`config.mk`:
```
export PLATFORM = sky130hd
export DESIGN_NAME = buck_mode_fault_sequencer
export DESIGN_NICKNAME = d
export VERILOG_FILES = /design/src/buck_seq_pkg.sv /design/src/buck_mode_fault_sequencer.sv
export SDC_FILE = /design/constraint.sdc
export NUM_CORES = 1
export LEC_CHECK = 0
export BUFFER_PORTS_ARGS = -buffer_cell sky130_fd_sc_hd__buf_2
export CAP_MARGIN = 20
export CORE_MARGIN = 4
export CORE_UTILIZATION = 58
export CTS_CLUSTER_SIZE = 25
export DETAILED_ROUTE_END_ITERATION = 12
export PLACE_DENSITY = 0.87
export SLEW_MARGIN = 25
export SYNTH_ARGS = -nofsm -noshare
export SYNTH_HDL_FRONTEND = slang
export SYNTH_SLANG_ARGS = --single-unit
```
`constraint.sdc`:
```
create_clock -name clk_sys -period 4.61 [get_ports clk_sys]
set_clock_uncertainty 0.05 [all_clocks]
set_input_delay 0 -clock clk_sys [delete_from_list [all_inputs] [get_ports clk_sys]]
set_output_delay 0 -clock clk_sys [all_outputs]
set_load 0.1 [all_outputs]
```
`src/buck_seq_pkg.sv`:
```
// shared constants of the buck mode and fault sequencer
package buck_seq_pkg;
  // clock rate and timing figures in their own units
  localparam int CLK_MHZ   = 100;
  localparam int RAMP_US   = 1000;
  localparam int HICCUP_US = 128;
  localparam int DELAY_US  = 250;
  localparam int CONV_US   = 10;
  // derived cycle counts
  localparam int RAMP_CYCLES   = RAMP_US * CLK_MHZ;
  localparam int HICCUP_CYCLES = HICCUP_US * CLK_MHZ;
  localparam int DELAY_CYCLES  = DELAY_US * CLK_MHZ;
  localparam int CONV_CYCLES   = CONV_US * CLK_MHZ;
  // reference moves one code per step; 256 steps span the soft start
  localparam int STEP_DIV      = 256;
  localparam int TW            = 17;
  localparam logic [5:0] TRIP_LIMIT = 6'h20;
  // startup code is (LEVEL_BASE + level) shifted by factor; lsb 12.5 mV
  localparam logic [4:0] LEVEL_BASE = 5'h08;
  localparam logic [1:0] FACTOR_HALF = 2'h0;
  localparam logic [1:0] FACTOR_ONE  = 2'h1;
  localparam logic [1:0] FACTOR_TWO  = 2'h2;
  // reset values of the control bits
  localparam logic FORCED_FIXED_FREQUENCY_MODE_RESET      = 1'h0;
  localparam logic HICCUP_RESET    = 1'h1;
  localparam logic SW_EN_RESET     = 1'h1;
  localparam logic DISCHARGE_RESET = 1'h1;
  localparam logic [7:0] SETPOINT_RESET = 8'h00;
  // bus address per resistor level, lowest resistor first
  localparam logic [6:0] ADDR_TABLE [16] = '{
    7'h47, 7'h40, 7'h4F, 7'h4E, 7'h4D, 7'h4C, 7'h4B, 7'h4A,
    7'h49, 7'h48, 7'h41, 7'h42, 7'h43, 7'h44, 7'h45, 7'h46};
  typedef enum logic [2:0] {
    ST_OFF, ST_DELAY, ST_RAMP, ST_RUN, ST_HICCUP, ST_LATCHED, ST_PAUSE
  } seq_state_t;
endpackage

```
`src/buck_mode_fault_sequencer.sv`:
```
// control sequencer of a step-down converter: modes, start-up, faults
`timescale 1ns/1ps
// What this block does
// - near-dropout input forbids light-load pulse mode
// - forced fixed-frequency bit forbids pulse mode
// - enable delay before switching and bus access
// - soft start ramps output over 1 ms
// - ramp starts from pre-biased output level
// - high-side limit: high off, low on
// - 32 trips: stop, wait 128 us, restart
// - no auto-retry: 32 trips latch off
// - lockout stops, discharges, keeps registers, restarts
// - lockout flag set below falling threshold
// - supply below 1.8 V resets all registers
// - thermal warning flag, operation continues
// - thermal shutdown stops, discharges, restarts later
// - enable low: off, registers reset but discharge
// - enable low refuses register reads and writes
// - software enable toggle restarts soft start only
// - discharge in shutdown, lockout, thermal, if enabled
// - discharge bit defaults on enable rising edge
// - setpoint write in ramp: startup first
// - resistor level gives startup code and address
// - fixed voltage factor scales startup code
// - resistor current source off after conversion
module buck_mode_fault_sequencer #(
  parameter int DELAY_CYC  = buck_seq_pkg::DELAY_CYCLES,
  parameter int RAMP_CYC   = buck_seq_pkg::RAMP_CYCLES,
  parameter int HICCUP_CYC = buck_seq_pkg::HICCUP_CYCLES,
  parameter logic [1:0] FACTOR_SEL = buck_seq_pkg::FACTOR_ONE
) (
  input  wire logic       clk_sys,
  input  wire logic       reset_n,
  input  wire logic       enable_pin,
  input  wire logic       vin_lockout,
  input  wire logic       vin_near_vout,
  input  wire logic       light_load,
  input  wire logic       hs_limit,
  input  wire logic       ls_limit,
  input  wire logic       thermal_warning_level,
  input  wire logic       thermal_shutdown_level,
  input  wire logic       thermal_release,
  input  wire logic       pwm_on_request,
  input  wire logic [7:0] output_sense_pin,
  input  wire logic [3:0] setpoint_select_pin,
  input  wire logic       ctrl_wr,
  input  wire logic       wr_sw_enable,
  input  wire logic       wr_forced_fixed_frequency_mode,
  input  wire logic       wr_hiccup,
  input  wire logic       wr_discharge,
  input  wire logic       setpoint_wr,
  input  wire logic [7:0] setpoint_data,
  input  wire logic       status_clear,
  output logic            hs_gate,
  output logic            ls_gate,
  output logic            light_load_pulse_mode,
  output logic            forced_fixed_frequency_mode,
  output logic            hiccup_enable,
  output logic            sw_enable,
  output logic            discharge_enable,
  output logic            discharge_on,
  output logic            resistor_code_decoder_on,
  output logic            bus_access_ok,
  output logic            switching,
  output logic [7:0]      vout_ref,
  output logic [7:0]      startup_code,
  output logic [6:0]      target_address,
  output logic [7:0]      setpoint,
  output logic            low_input_lockout,
  output logic            warning_flag
);
  localparam int NSYNC = 22;
  localparam int STEP_CYC = RAMP_CYC / buck_seq_pkg::STEP_DIV;
  localparam logic [buck_seq_pkg::TW-1:0] CONV_LAST =
    buck_seq_pkg::TW'(buck_seq_pkg::CONV_CYCLES - 1);

  logic [NSYNC-1:0] pin_meta, pin_sync;
  logic en_s, low_input_lockout_s, near_s, light_s, hs_s, ls_s, tw_s, tsd_s, rel_s, pwm_s;
  logic [7:0] sense_s;
  logic [3:0] level_s;
  logic en_d, hs_d, en_rise, hs_rise;

  // two-stage synchronisers; only pin_sync is read by logic
  always_ff @(posedge clk_sys or negedge reset_n) begin
    if (!reset_n) begin
      pin_meta <= '0;
      pin_sync <= '0;
      en_d     <= 1'b0;
      hs_d     <= 1'b0;
    end else begin
      pin_meta <= {enable_pin, vin_lockout, vin_near_vout, light_load, hs_limit,
                   ls_limit, thermal_warning_level, thermal_shutdown_level,
                   thermal_release, pwm_on_request, output_sense_pin,
                   setpoint_select_pin};
      pin_sync <= pin_meta;
      en_d     <= en_s;
      hs_d     <= hs_s;
    end
  end
  assign {en_s, low_input_lockout_s, near_s, light_s, hs_s, ls_s, tw_s, tsd_s, rel_s, pwm_s,
          sense_s, level_s} = pin_sync;
  assign en_rise = en_s & ~en_d;
  assign hs_rise = hs_s & ~hs_d;

  buck_seq_pkg::seq_state_t state, next_state;
  logic [buck_seq_pkg::TW-1:0] timer, next_timer, step, next_step, conv, next_conv;
  logic [5:0] trips, next_trips;
  logic [7:0] next_vout_ref, next_startup_code, next_setpoint, tgt;
  logic [6:0] next_target_address;
  logic next_r2d, next_tsd, tsd, in_limit, next_limit, go_run, stop_req, wr_ok;
  logic next_forced_fixed_frequency_mode, next_hiccup, next_sw, next_dis, next_lock, next_warn;
  logic next_hs, next_ls, next_psm, next_dchg;

  // register file; shutdown by pin resets all but the discharge bit
  always_comb begin
    wr_ok         = ctrl_wr & bus_access_ok;
    next_forced_fixed_frequency_mode     = forced_fixed_frequency_mode;
    next_hiccup   = hiccup_enable;
    next_sw       = sw_enable;
    next_dis      = discharge_enable;
    next_setpoint = setpoint;
    // lockout flag, set wins over clear
    next_lock     = (low_input_lockout & ~status_clear) | low_input_lockout_s;
    // warning flag only, no effect on switching
    next_warn     = (warning_flag & ~status_clear) | tw_s;
    if (en_rise) begin
      next_dis = buck_seq_pkg::DISCHARGE_RESET;
    end else if (wr_ok) begin
      next_dis = wr_discharge;
    end
    if (wr_ok) begin
      next_forced_fixed_frequency_mode   = wr_forced_fixed_frequency_mode;
      next_hiccup = wr_hiccup;
      next_sw     = wr_sw_enable;
    end
    // new setpoint is held until ramp reaches startup
    if (setpoint_wr && bus_access_ok) begin
      next_setpoint = setpoint_data;
    end else if (state == buck_seq_pkg::ST_DELAY && conv == CONV_LAST) begin
      next_setpoint = next_startup_code;
    end
    // pin low resets registers, discharge bit kept
    if (!en_s) begin
      next_forced_fixed_frequency_mode     = buck_seq_pkg::FORCED_FIXED_FREQUENCY_MODE_RESET;
      next_hiccup   = buck_seq_pkg::HICCUP_RESET;
      next_sw       = buck_seq_pkg::SW_EN_RESET;
      next_setpoint = buck_seq_pkg::SETPOINT_RESET;
      next_lock     = 1'b0;
      next_warn     = 1'b0;
    end
  end

  // async reset stands for supply below 1.8 V
  always_ff @(posedge clk_sys or negedge reset_n) begin
    if (!reset_n) begin
      forced_fixed_frequency_mode <= buck_seq_pkg::FORCED_FIXED_FREQUENCY_MODE_RESET;
      hiccup_enable     <= buck_seq_pkg::HICCUP_RESET;
      sw_enable         <= buck_seq_pkg::SW_EN_RESET;
      discharge_enable  <= buck_seq_pkg::DISCHARGE_RESET;
      setpoint          <= buck_seq_pkg::SETPOINT_RESET;
      low_input_lockout <= 1'b0;
      warning_flag      <= 1'b0;
    end else begin
      forced_fixed_frequency_mode <= next_forced_fixed_frequency_mode;
      hiccup_enable     <= next_hiccup;
      sw_enable         <= next_sw;
      discharge_enable  <= next_dis;
      setpoint          <= next_setpoint;
      low_input_lockout <= next_lock;
      warning_flag      <= next_warn;
    end
  end

  // bus open only after the enable delay
  assign bus_access_ok = en_s && state != buck_seq_pkg::ST_OFF
                         && state != buck_seq_pkg::ST_DELAY;
  assign switching = state == buck_seq_pkg::ST_RAMP || state == buck_seq_pkg::ST_RUN;

  // sequencer: start-up, soft start, overload and shutdown handling
  always_comb begin
    next_state          = state;
    next_timer          = timer;
    next_step           = step;
    next_conv           = conv;
    next_trips          = trips;
    next_vout_ref       = vout_ref;
    next_r2d            = resistor_code_decoder_on;
    next_startup_code   = startup_code;
    next_target_address = target_address;
    // shutdown held until temperature 20 C lower
    next_tsd = (tsd & ~rel_s) | tsd_s;
    stop_req = ~next_sw | low_input_lockout_s | next_tsd;
    go_run   = 1'b0;
    // ramp aims at startup code before the setpoint
    tgt = (state == buck_seq_pkg::ST_RAMP) ? startup_code : setpoint;
    unique case (state)
      buck_seq_pkg::ST_OFF: begin
        if (en_s) begin
          next_state = buck_seq_pkg::ST_DELAY;
          next_timer = buck_seq_pkg::TW'(DELAY_CYC - 1);
          next_conv  = '0;
          next_r2d   = 1'b1;
        end
      end
      // enable delay; resistor conversion inside it
      buck_seq_pkg::ST_DELAY: begin
        if (resistor_code_decoder_on) begin
          next_conv = conv + 1'b1;
          if (conv == CONV_LAST) begin
            next_r2d            = 1'b0;
            next_target_address = buck_seq_pkg::ADDR_TABLE[level_s];
            next_startup_code   = 8'({3'h0, buck_seq_pkg::LEVEL_BASE + 5'(level_s)}
                                     << (FACTOR_SEL + 2'h1));
          end
        end
        next_timer = timer - 1'b1;
        go_run     = timer == '0;
      end
      buck_seq_pkg::ST_RAMP, buck_seq_pkg::ST_RUN: begin
        if (hs_rise && trips != buck_seq_pkg::TRIP_LIMIT) begin
          next_trips = trips + 1'b1;
        end
        if (stop_req) begin
          next_state = buck_seq_pkg::ST_PAUSE;
        end else if (trips == buck_seq_pkg::TRIP_LIMIT) begin
          next_state = hiccup_enable ? buck_seq_pkg::ST_HICCUP
                                     : buck_seq_pkg::ST_LATCHED;
          next_timer = buck_seq_pkg::TW'(HICCUP_CYC - 1);
        end else begin
          // soft start lasts the ramp time
          if (state == buck_seq_pkg::ST_RAMP) begin
            next_timer = timer - 1'b1;
            if (timer == '0) begin
              next_state = buck_seq_pkg::ST_RUN;
            end
          end
          next_step = step + 1'b1;
          if (step == buck_seq_pkg::TW'(STEP_CYC - 1)) begin
            next_step = '0;
            if (vout_ref < tgt) begin
              next_vout_ref = vout_ref + 1'b1;
            end else if (vout_ref > tgt) begin
              next_vout_ref = vout_ref - 1'b1;
            end
          end
        end
      end
      buck_seq_pkg::ST_HICCUP: begin
        next_timer = timer - 1'b1;
        if (stop_req) begin
          next_state = buck_seq_pkg::ST_PAUSE;
        end else begin
          go_run = timer == '0;
        end
      end
      // only a control register write or enable low unlatches
      buck_seq_pkg::ST_LATCHED: begin
        go_run = wr_ok;
      end
      // wait for all stop causes to clear
      buck_seq_pkg::ST_PAUSE: begin
        go_run = ~stop_req;
      end
      // unused state code falls back to off
      default: begin
        next_state = buck_seq_pkg::ST_OFF;
      end
    endcase
    if (go_run) begin
      next_state = stop_req ? buck_seq_pkg::ST_PAUSE : buck_seq_pkg::ST_RAMP;
      next_timer = buck_seq_pkg::TW'(RAMP_CYC - 1);
      next_step  = '0;
      next_trips = '0;
      // ramp starts from the sensed pre-bias
      next_vout_ref = sense_s;
    end
    // pin low stops everything; sampled values kept
    if (!en_s) begin
      next_state    = buck_seq_pkg::ST_OFF;
      next_r2d      = 1'b0;
      next_vout_ref = '0;
      next_trips    = '0;
    end
  end

  // power stage drive and mode outputs
  always_comb begin
    // limit holds until low-side limit is reached
    next_limit = switching & ((in_limit & ~ls_s) | hs_s);
    next_hs    = switching & pwm_s & ~next_limit;
    // pulse mode barred near dropout or forced
    next_psm   = switching & light_s & ~next_forced_fixed_frequency_mode & ~near_s;
    next_ls    = switching & (next_limit | (~pwm_s & ~next_psm));
    // discharge when enable low, software off, lockout or thermal shutdown, if the bit allows
    next_dchg  = next_dis & (~en_s | ~next_sw | low_input_lockout_s | next_tsd);
  end

  always_ff @(posedge clk_sys or negedge reset_n) begin
    if (!reset_n) begin
      state          <= buck_seq_pkg::ST_OFF;
      timer          <= '0;
      step           <= '0;
      conv           <= '0;
      trips          <= '0;
      vout_ref       <= '0;
      resistor_code_decoder_on <= 1'b0;
      startup_code   <= '0;
      target_address <= '0;
      tsd            <= 1'b0;
      in_limit       <= 1'b0;
      hs_gate        <= 1'b0;
      ls_gate        <= 1'b0;
      light_load_pulse_mode <= 1'b0;
      discharge_on   <= 1'b0;
    end else begin
      state          <= next_state;
      timer          <= next_timer;
      step           <= next_step;
      conv           <= next_conv;
      trips          <= next_trips;
      vout_ref       <= next_vout_ref;
      resistor_code_decoder_on <= next_r2d;
      startup_code   <= next_startup_code;
      target_address <= next_target_address;
      tsd            <= next_tsd;
      in_limit       <= next_limit;
      hs_gate        <= next_hs;
      ls_gate        <= next_ls;
      light_load_pulse_mode <= next_psm;
      discharge_on   <= next_dchg;
    end
  end

  property p_near_dropout;
    @(posedge clk_sys) disable iff (!reset_n) near_s |=> !light_load_pulse_mode;
  endproperty
  a_near_dropout: assert property (p_near_dropout)
    else $error("pulse mode entered near dropout");

  property p_forced;
    @(posedge clk_sys) disable iff (!reset_n)
      forced_fixed_frequency_mode ##1 forced_fixed_frequency_mode |-> !light_load_pulse_mode;
  endproperty
  a_forced: assert property (p_forced)
    else $error("pulse mode while forced fixed frequency");

  property p_delay_closed;
    @(posedge clk_sys) disable iff (!reset_n)
      $rose(state == buck_seq_pkg::ST_DELAY) |-> (!bus_access_ok && !hs_gate)[*8];
  endproperty
  a_delay_closed: assert property (p_delay_closed)
    else $error("bus or switching open during enable delay");

  property p_limit;
    @(posedge clk_sys) disable iff (!reset_n) hs_s |=> !hs_gate && (ls_gate || !switching);
  endproperty
  a_limit: assert property (p_limit)
    else $error("high side on during current limit");

  property p_hiccup_quiet;
    @(posedge clk_sys) disable iff (!reset_n)
      $rose(state == buck_seq_pkg::ST_HICCUP) |=> !hs_gate && !ls_gate;
  endproperty
  a_hiccup_quiet: assert property (p_hiccup_quiet)
    else $error("switching during hiccup wait");

  property p_latched;
    @(posedge clk_sys) disable iff (!reset_n)
      state == buck_seq_pkg::ST_LATCHED && en_s && !ctrl_wr |=>
        state == buck_seq_pkg::ST_LATCHED;
  endproperty
  a_latched: assert property (p_latched)
    else $error("latched off left without unlatch event");

  property p_pin_off;
    @(posedge clk_sys) disable iff (!reset_n)
      !en_s |=> !bus_access_ok && !forced_fixed_frequency_mode && !hs_gate;
  endproperty
  a_pin_off: assert property (p_pin_off)
    else $error("state kept while enable low");

  property p_discharge;
    @(posedge clk_sys) disable iff (!reset_n)
      !en_s && discharge_enable ##1 !en_s && discharge_enable |-> discharge_on;
  endproperty
  a_discharge: assert property (p_discharge)
    else $error("no discharge in shutdown");

  property p_r2d_off;
    @(posedge clk_sys) disable iff (!reset_n) switching |-> !resistor_code_decoder_on;
  endproperty
  a_r2d_off: assert property (p_r2d_off)
    else $error("resistor current source left on");
endmodule

```
==> qor.txt <==
vias in the first global route: 6,095
drt wl/cell: 18.5 um
Max Cap Violations: 0
Synth warnings: 0
reg2reg setup slack: 0.39 ns
Num CTS Buffers: 17
GPL Wtd Cong: 0.853
combinational share of power: 6.8%
largest net degree at the start of global routing: 100
Total GRT Usage: 26.1%
Fill cells: 795
TNS Setup: 0 ns
Pint: 2220 uW
sequential fraction of the synthesis area: 52.4%
mapped cell area: 7070 um2
first-pass GRT wire length: 29,700 um
predominant post-synthesis flop cell: dfrtp_1
TritonCTS Sinks: 148
Overflow after GRT: 0
CP cell instances: inv_1 > nand2_1 > nor2_1 > buf_4 > mux2i_1 > ha_1 > nor2b_1 > o211ai_1 > a21o_1 > nand2_1 > ha_1 > a21o_1 > a21oi_1 > or4b_2 > o2111ai_1 > mux2i_1 > a21oi_1
final worst-path cycle share: 91.5%
Vias/cell: 6.14
CP Class: reg2reg
Post-synth EDFFs: 0
critical path's slowest cell: or4b_2
Slew Viols, Final: 0
post-synthesis register bit count: 148
Crit path largest cell delay: 0.63 ns
Post-DP HPWL: 11,500 um
Yosys top cell area share: 51.3%
cell family with most CP delay: simple AND/OR/NAND/NOR gates
Cell Rows: 40
pwr/cell area: 343 nW/um2
Clock transition at path regs: 0.06 ns
FFs w/ async S/R, synth: 100%
NetSw: 706 uW
Core Region: 12,000 um2
CP required: 4.91 ns
Die H: 118 um
unrepaired setup endpoints after global routing: false
antenna diode count: 0
detailed-route via count: 5,903
worst endpoint data arrival time: 4.52 ns
Hold Vio Cnt, Final: 0
port bufs: 80
post_cts resized: 0
clock root cell: clkbuf_16
maximum VDD drop: 0.263 mV
Avg Cell Area, Syn: 10.4 um2
Setup WS pre-CTS: 0.484 ns
setup ws final: 0.390 ns
1st-iter DRT viols: 695
Yosys top cell by area: dfrtp_1
die area: 14,000 um2
Syn Inst Count: 683
WL final: 17,800 um
die width: 118 um
final instance area: 8540 um2
startpoint types: register
Layout Utilization: 71.4%
CTS max path bufs: 2
CTS tree: yes
switch share: 24.1%
Flop pwr share: 47.1%
initial antenna violation count: 0
Placed Area: 7590 um2
fin nets: 868
Worst Path Buf+Inv: 2
status: finished, final reports clean
Power Total: 2930 uW
worst hold path class: in2reg
Final min period: 4.22 ns
DR pass1 iterations: 5
H-tree depth: 4
DRC violations left: 0
Fmax: 0.237 GHz
Final setup viols: 0
largest cells by area after synthesis: dfrtp_1 (51%), ha_1 (4.6%), nor2_1 (4.0%), xor2_1 (3.3%), nand2_1 (3.1%)
critical-path maximum fanout: 11
ratio of cells with drive above 1 in the final layout: 18.1%
clock power share: 46.1%
Pleak: 0.00401 uW
synth unique cells: 74
measured slew at the worst slew-check pin: 0.993 ns
Area Growth Syn to Fin: 20.8%
Slew HR: 33.8%
Worst setup EP type: register
antenna violation net count after detailed routing: 0
worst skew pair latency: 0.43 ns
Initial Util: 59.1%
IO Pins: 83
-- state kept, by name, summed over array words and instances, names as in the netlist, 3 cells and up --
signal	cells
vout_ref	8
startup_code	8
target_address	5
timer	17
pin_sync	22
trips	6
step	17
pin_meta	22
setpoint	8
conv	17
state	3
-- cell families (layout without fill, tap and decap cells) --
family	count (synthesis)	after routing	share of synthesized area, %
adder cells (fa/ha/maj)	27	27	4.88
XOR/XNOR	41	41	5.08
AND/OR/NAND/NOR	243	243	16.9
flip-flops	148	148	52.4
multiplexers	23	23	3.40
other	1	2	0.0530
buffers and inverters	53	183	3.33
AO/OA/AOI/OAI	147	147	13.9
-- through the flow --
stage,cells,hold slack (ns)
CTS,961,0.0179
global placement,893,0.0583
global route,961,0.0807
detailed placement,893,0.0596
finish,961,0.0393
floorplan,684,-0.346
-- cells in the final DEF (no fill, tap or decap), types with 15 or more instances in the layout --
cell type / instances
dlygate4sd3_1: 37
o21ai_0: 39
xor2_1: 27
nor3_1: 15
a21oi_1: 35
dfrtp_1: 145
nor2_1: 76
inv_1: 27
buf_2: 79
clkbuf_16: 17
mux2i_1: 15
ha_1: 26
nand2_1: 59
nand3_1: 24
-- routing by layer --
| metal | vias to the layer above | wire (um) | global-route usage [%] |
|---|---|---|---|
| li1 | 2664 | - | - |
| met1 | 2865 | 7300 | 33.3 |
| met2 | 310 | 8790 | 42.7 |
| met3 | 64 | 1120 | 6.56 |
| met4 | 0 | 590 | 11.2 |
| met5 | - | 0 | 0 |
-- power groups by stage --
stage                     logic, uW  clock network [uW]  registers [uW]
after floorplan                95.5                   0            1400
after global placement          162                   0            1390
after detailed placement        172                   0            1400
after CTS                       197                1360            1380
after global routing            221                1420            1380
final                           199                1350            1380
-- cell usage after synthesis, types with 14 or more instances --
cell type,instances
a21oi_1,35
o21ai_0,39
dfrtp_1,145
mux2i_1,15
nand4_1,14
xor2_1,27
xnor2_1,14
inv_1,27
nor3_1,15
ha_1,26
nand2_1,59
nand3_1,24
nor2_1,76
-- cell type report --
class	instances	area [um2]	area share, %
well taps	147	184	2.15
clock inverters	12	131	1.54
repair buffers	124	830	9.71
inverters	28	105	1.23
clock buffers	19	443	5.18
flip-flops and latches	148	3710	43.4
multi-input cells	483	3140	36.8
-- timing repair --
action                                  in CTS  in global routing
hold buffers                                37                  0
endpoints found under the setup margin       0                  0
endpoints found under the hold margin      132                  0
setup buffers                                0                  0
-- path summary, 6_finish.rpt --
| check | startpoint | end | cells after the start |
|---|---|---|---|
| worst min-delay path | ctrl_wr | discharge_enable | 4 |
| worst min register to register | pin_meta[0] | pin_sync[0] | 0 |
| min in group asynchronous | reset_n | startup_code[4] | 2 |
| worst max-delay path | state[2] | vout_ref[6] | 17 |
| max in group asynchronous | reset_n | conv[16] | 3 |
| worst max register to register | state[2] | vout_ref[6] | 17 |
-- worst min-delay path: cells and delay by family --
kind            cells  cell delay [ns]
simple gates        2             0.28
buf+inv             1             0.13
compound gates      1             0.09
Power figures use the tool's default switching activity.
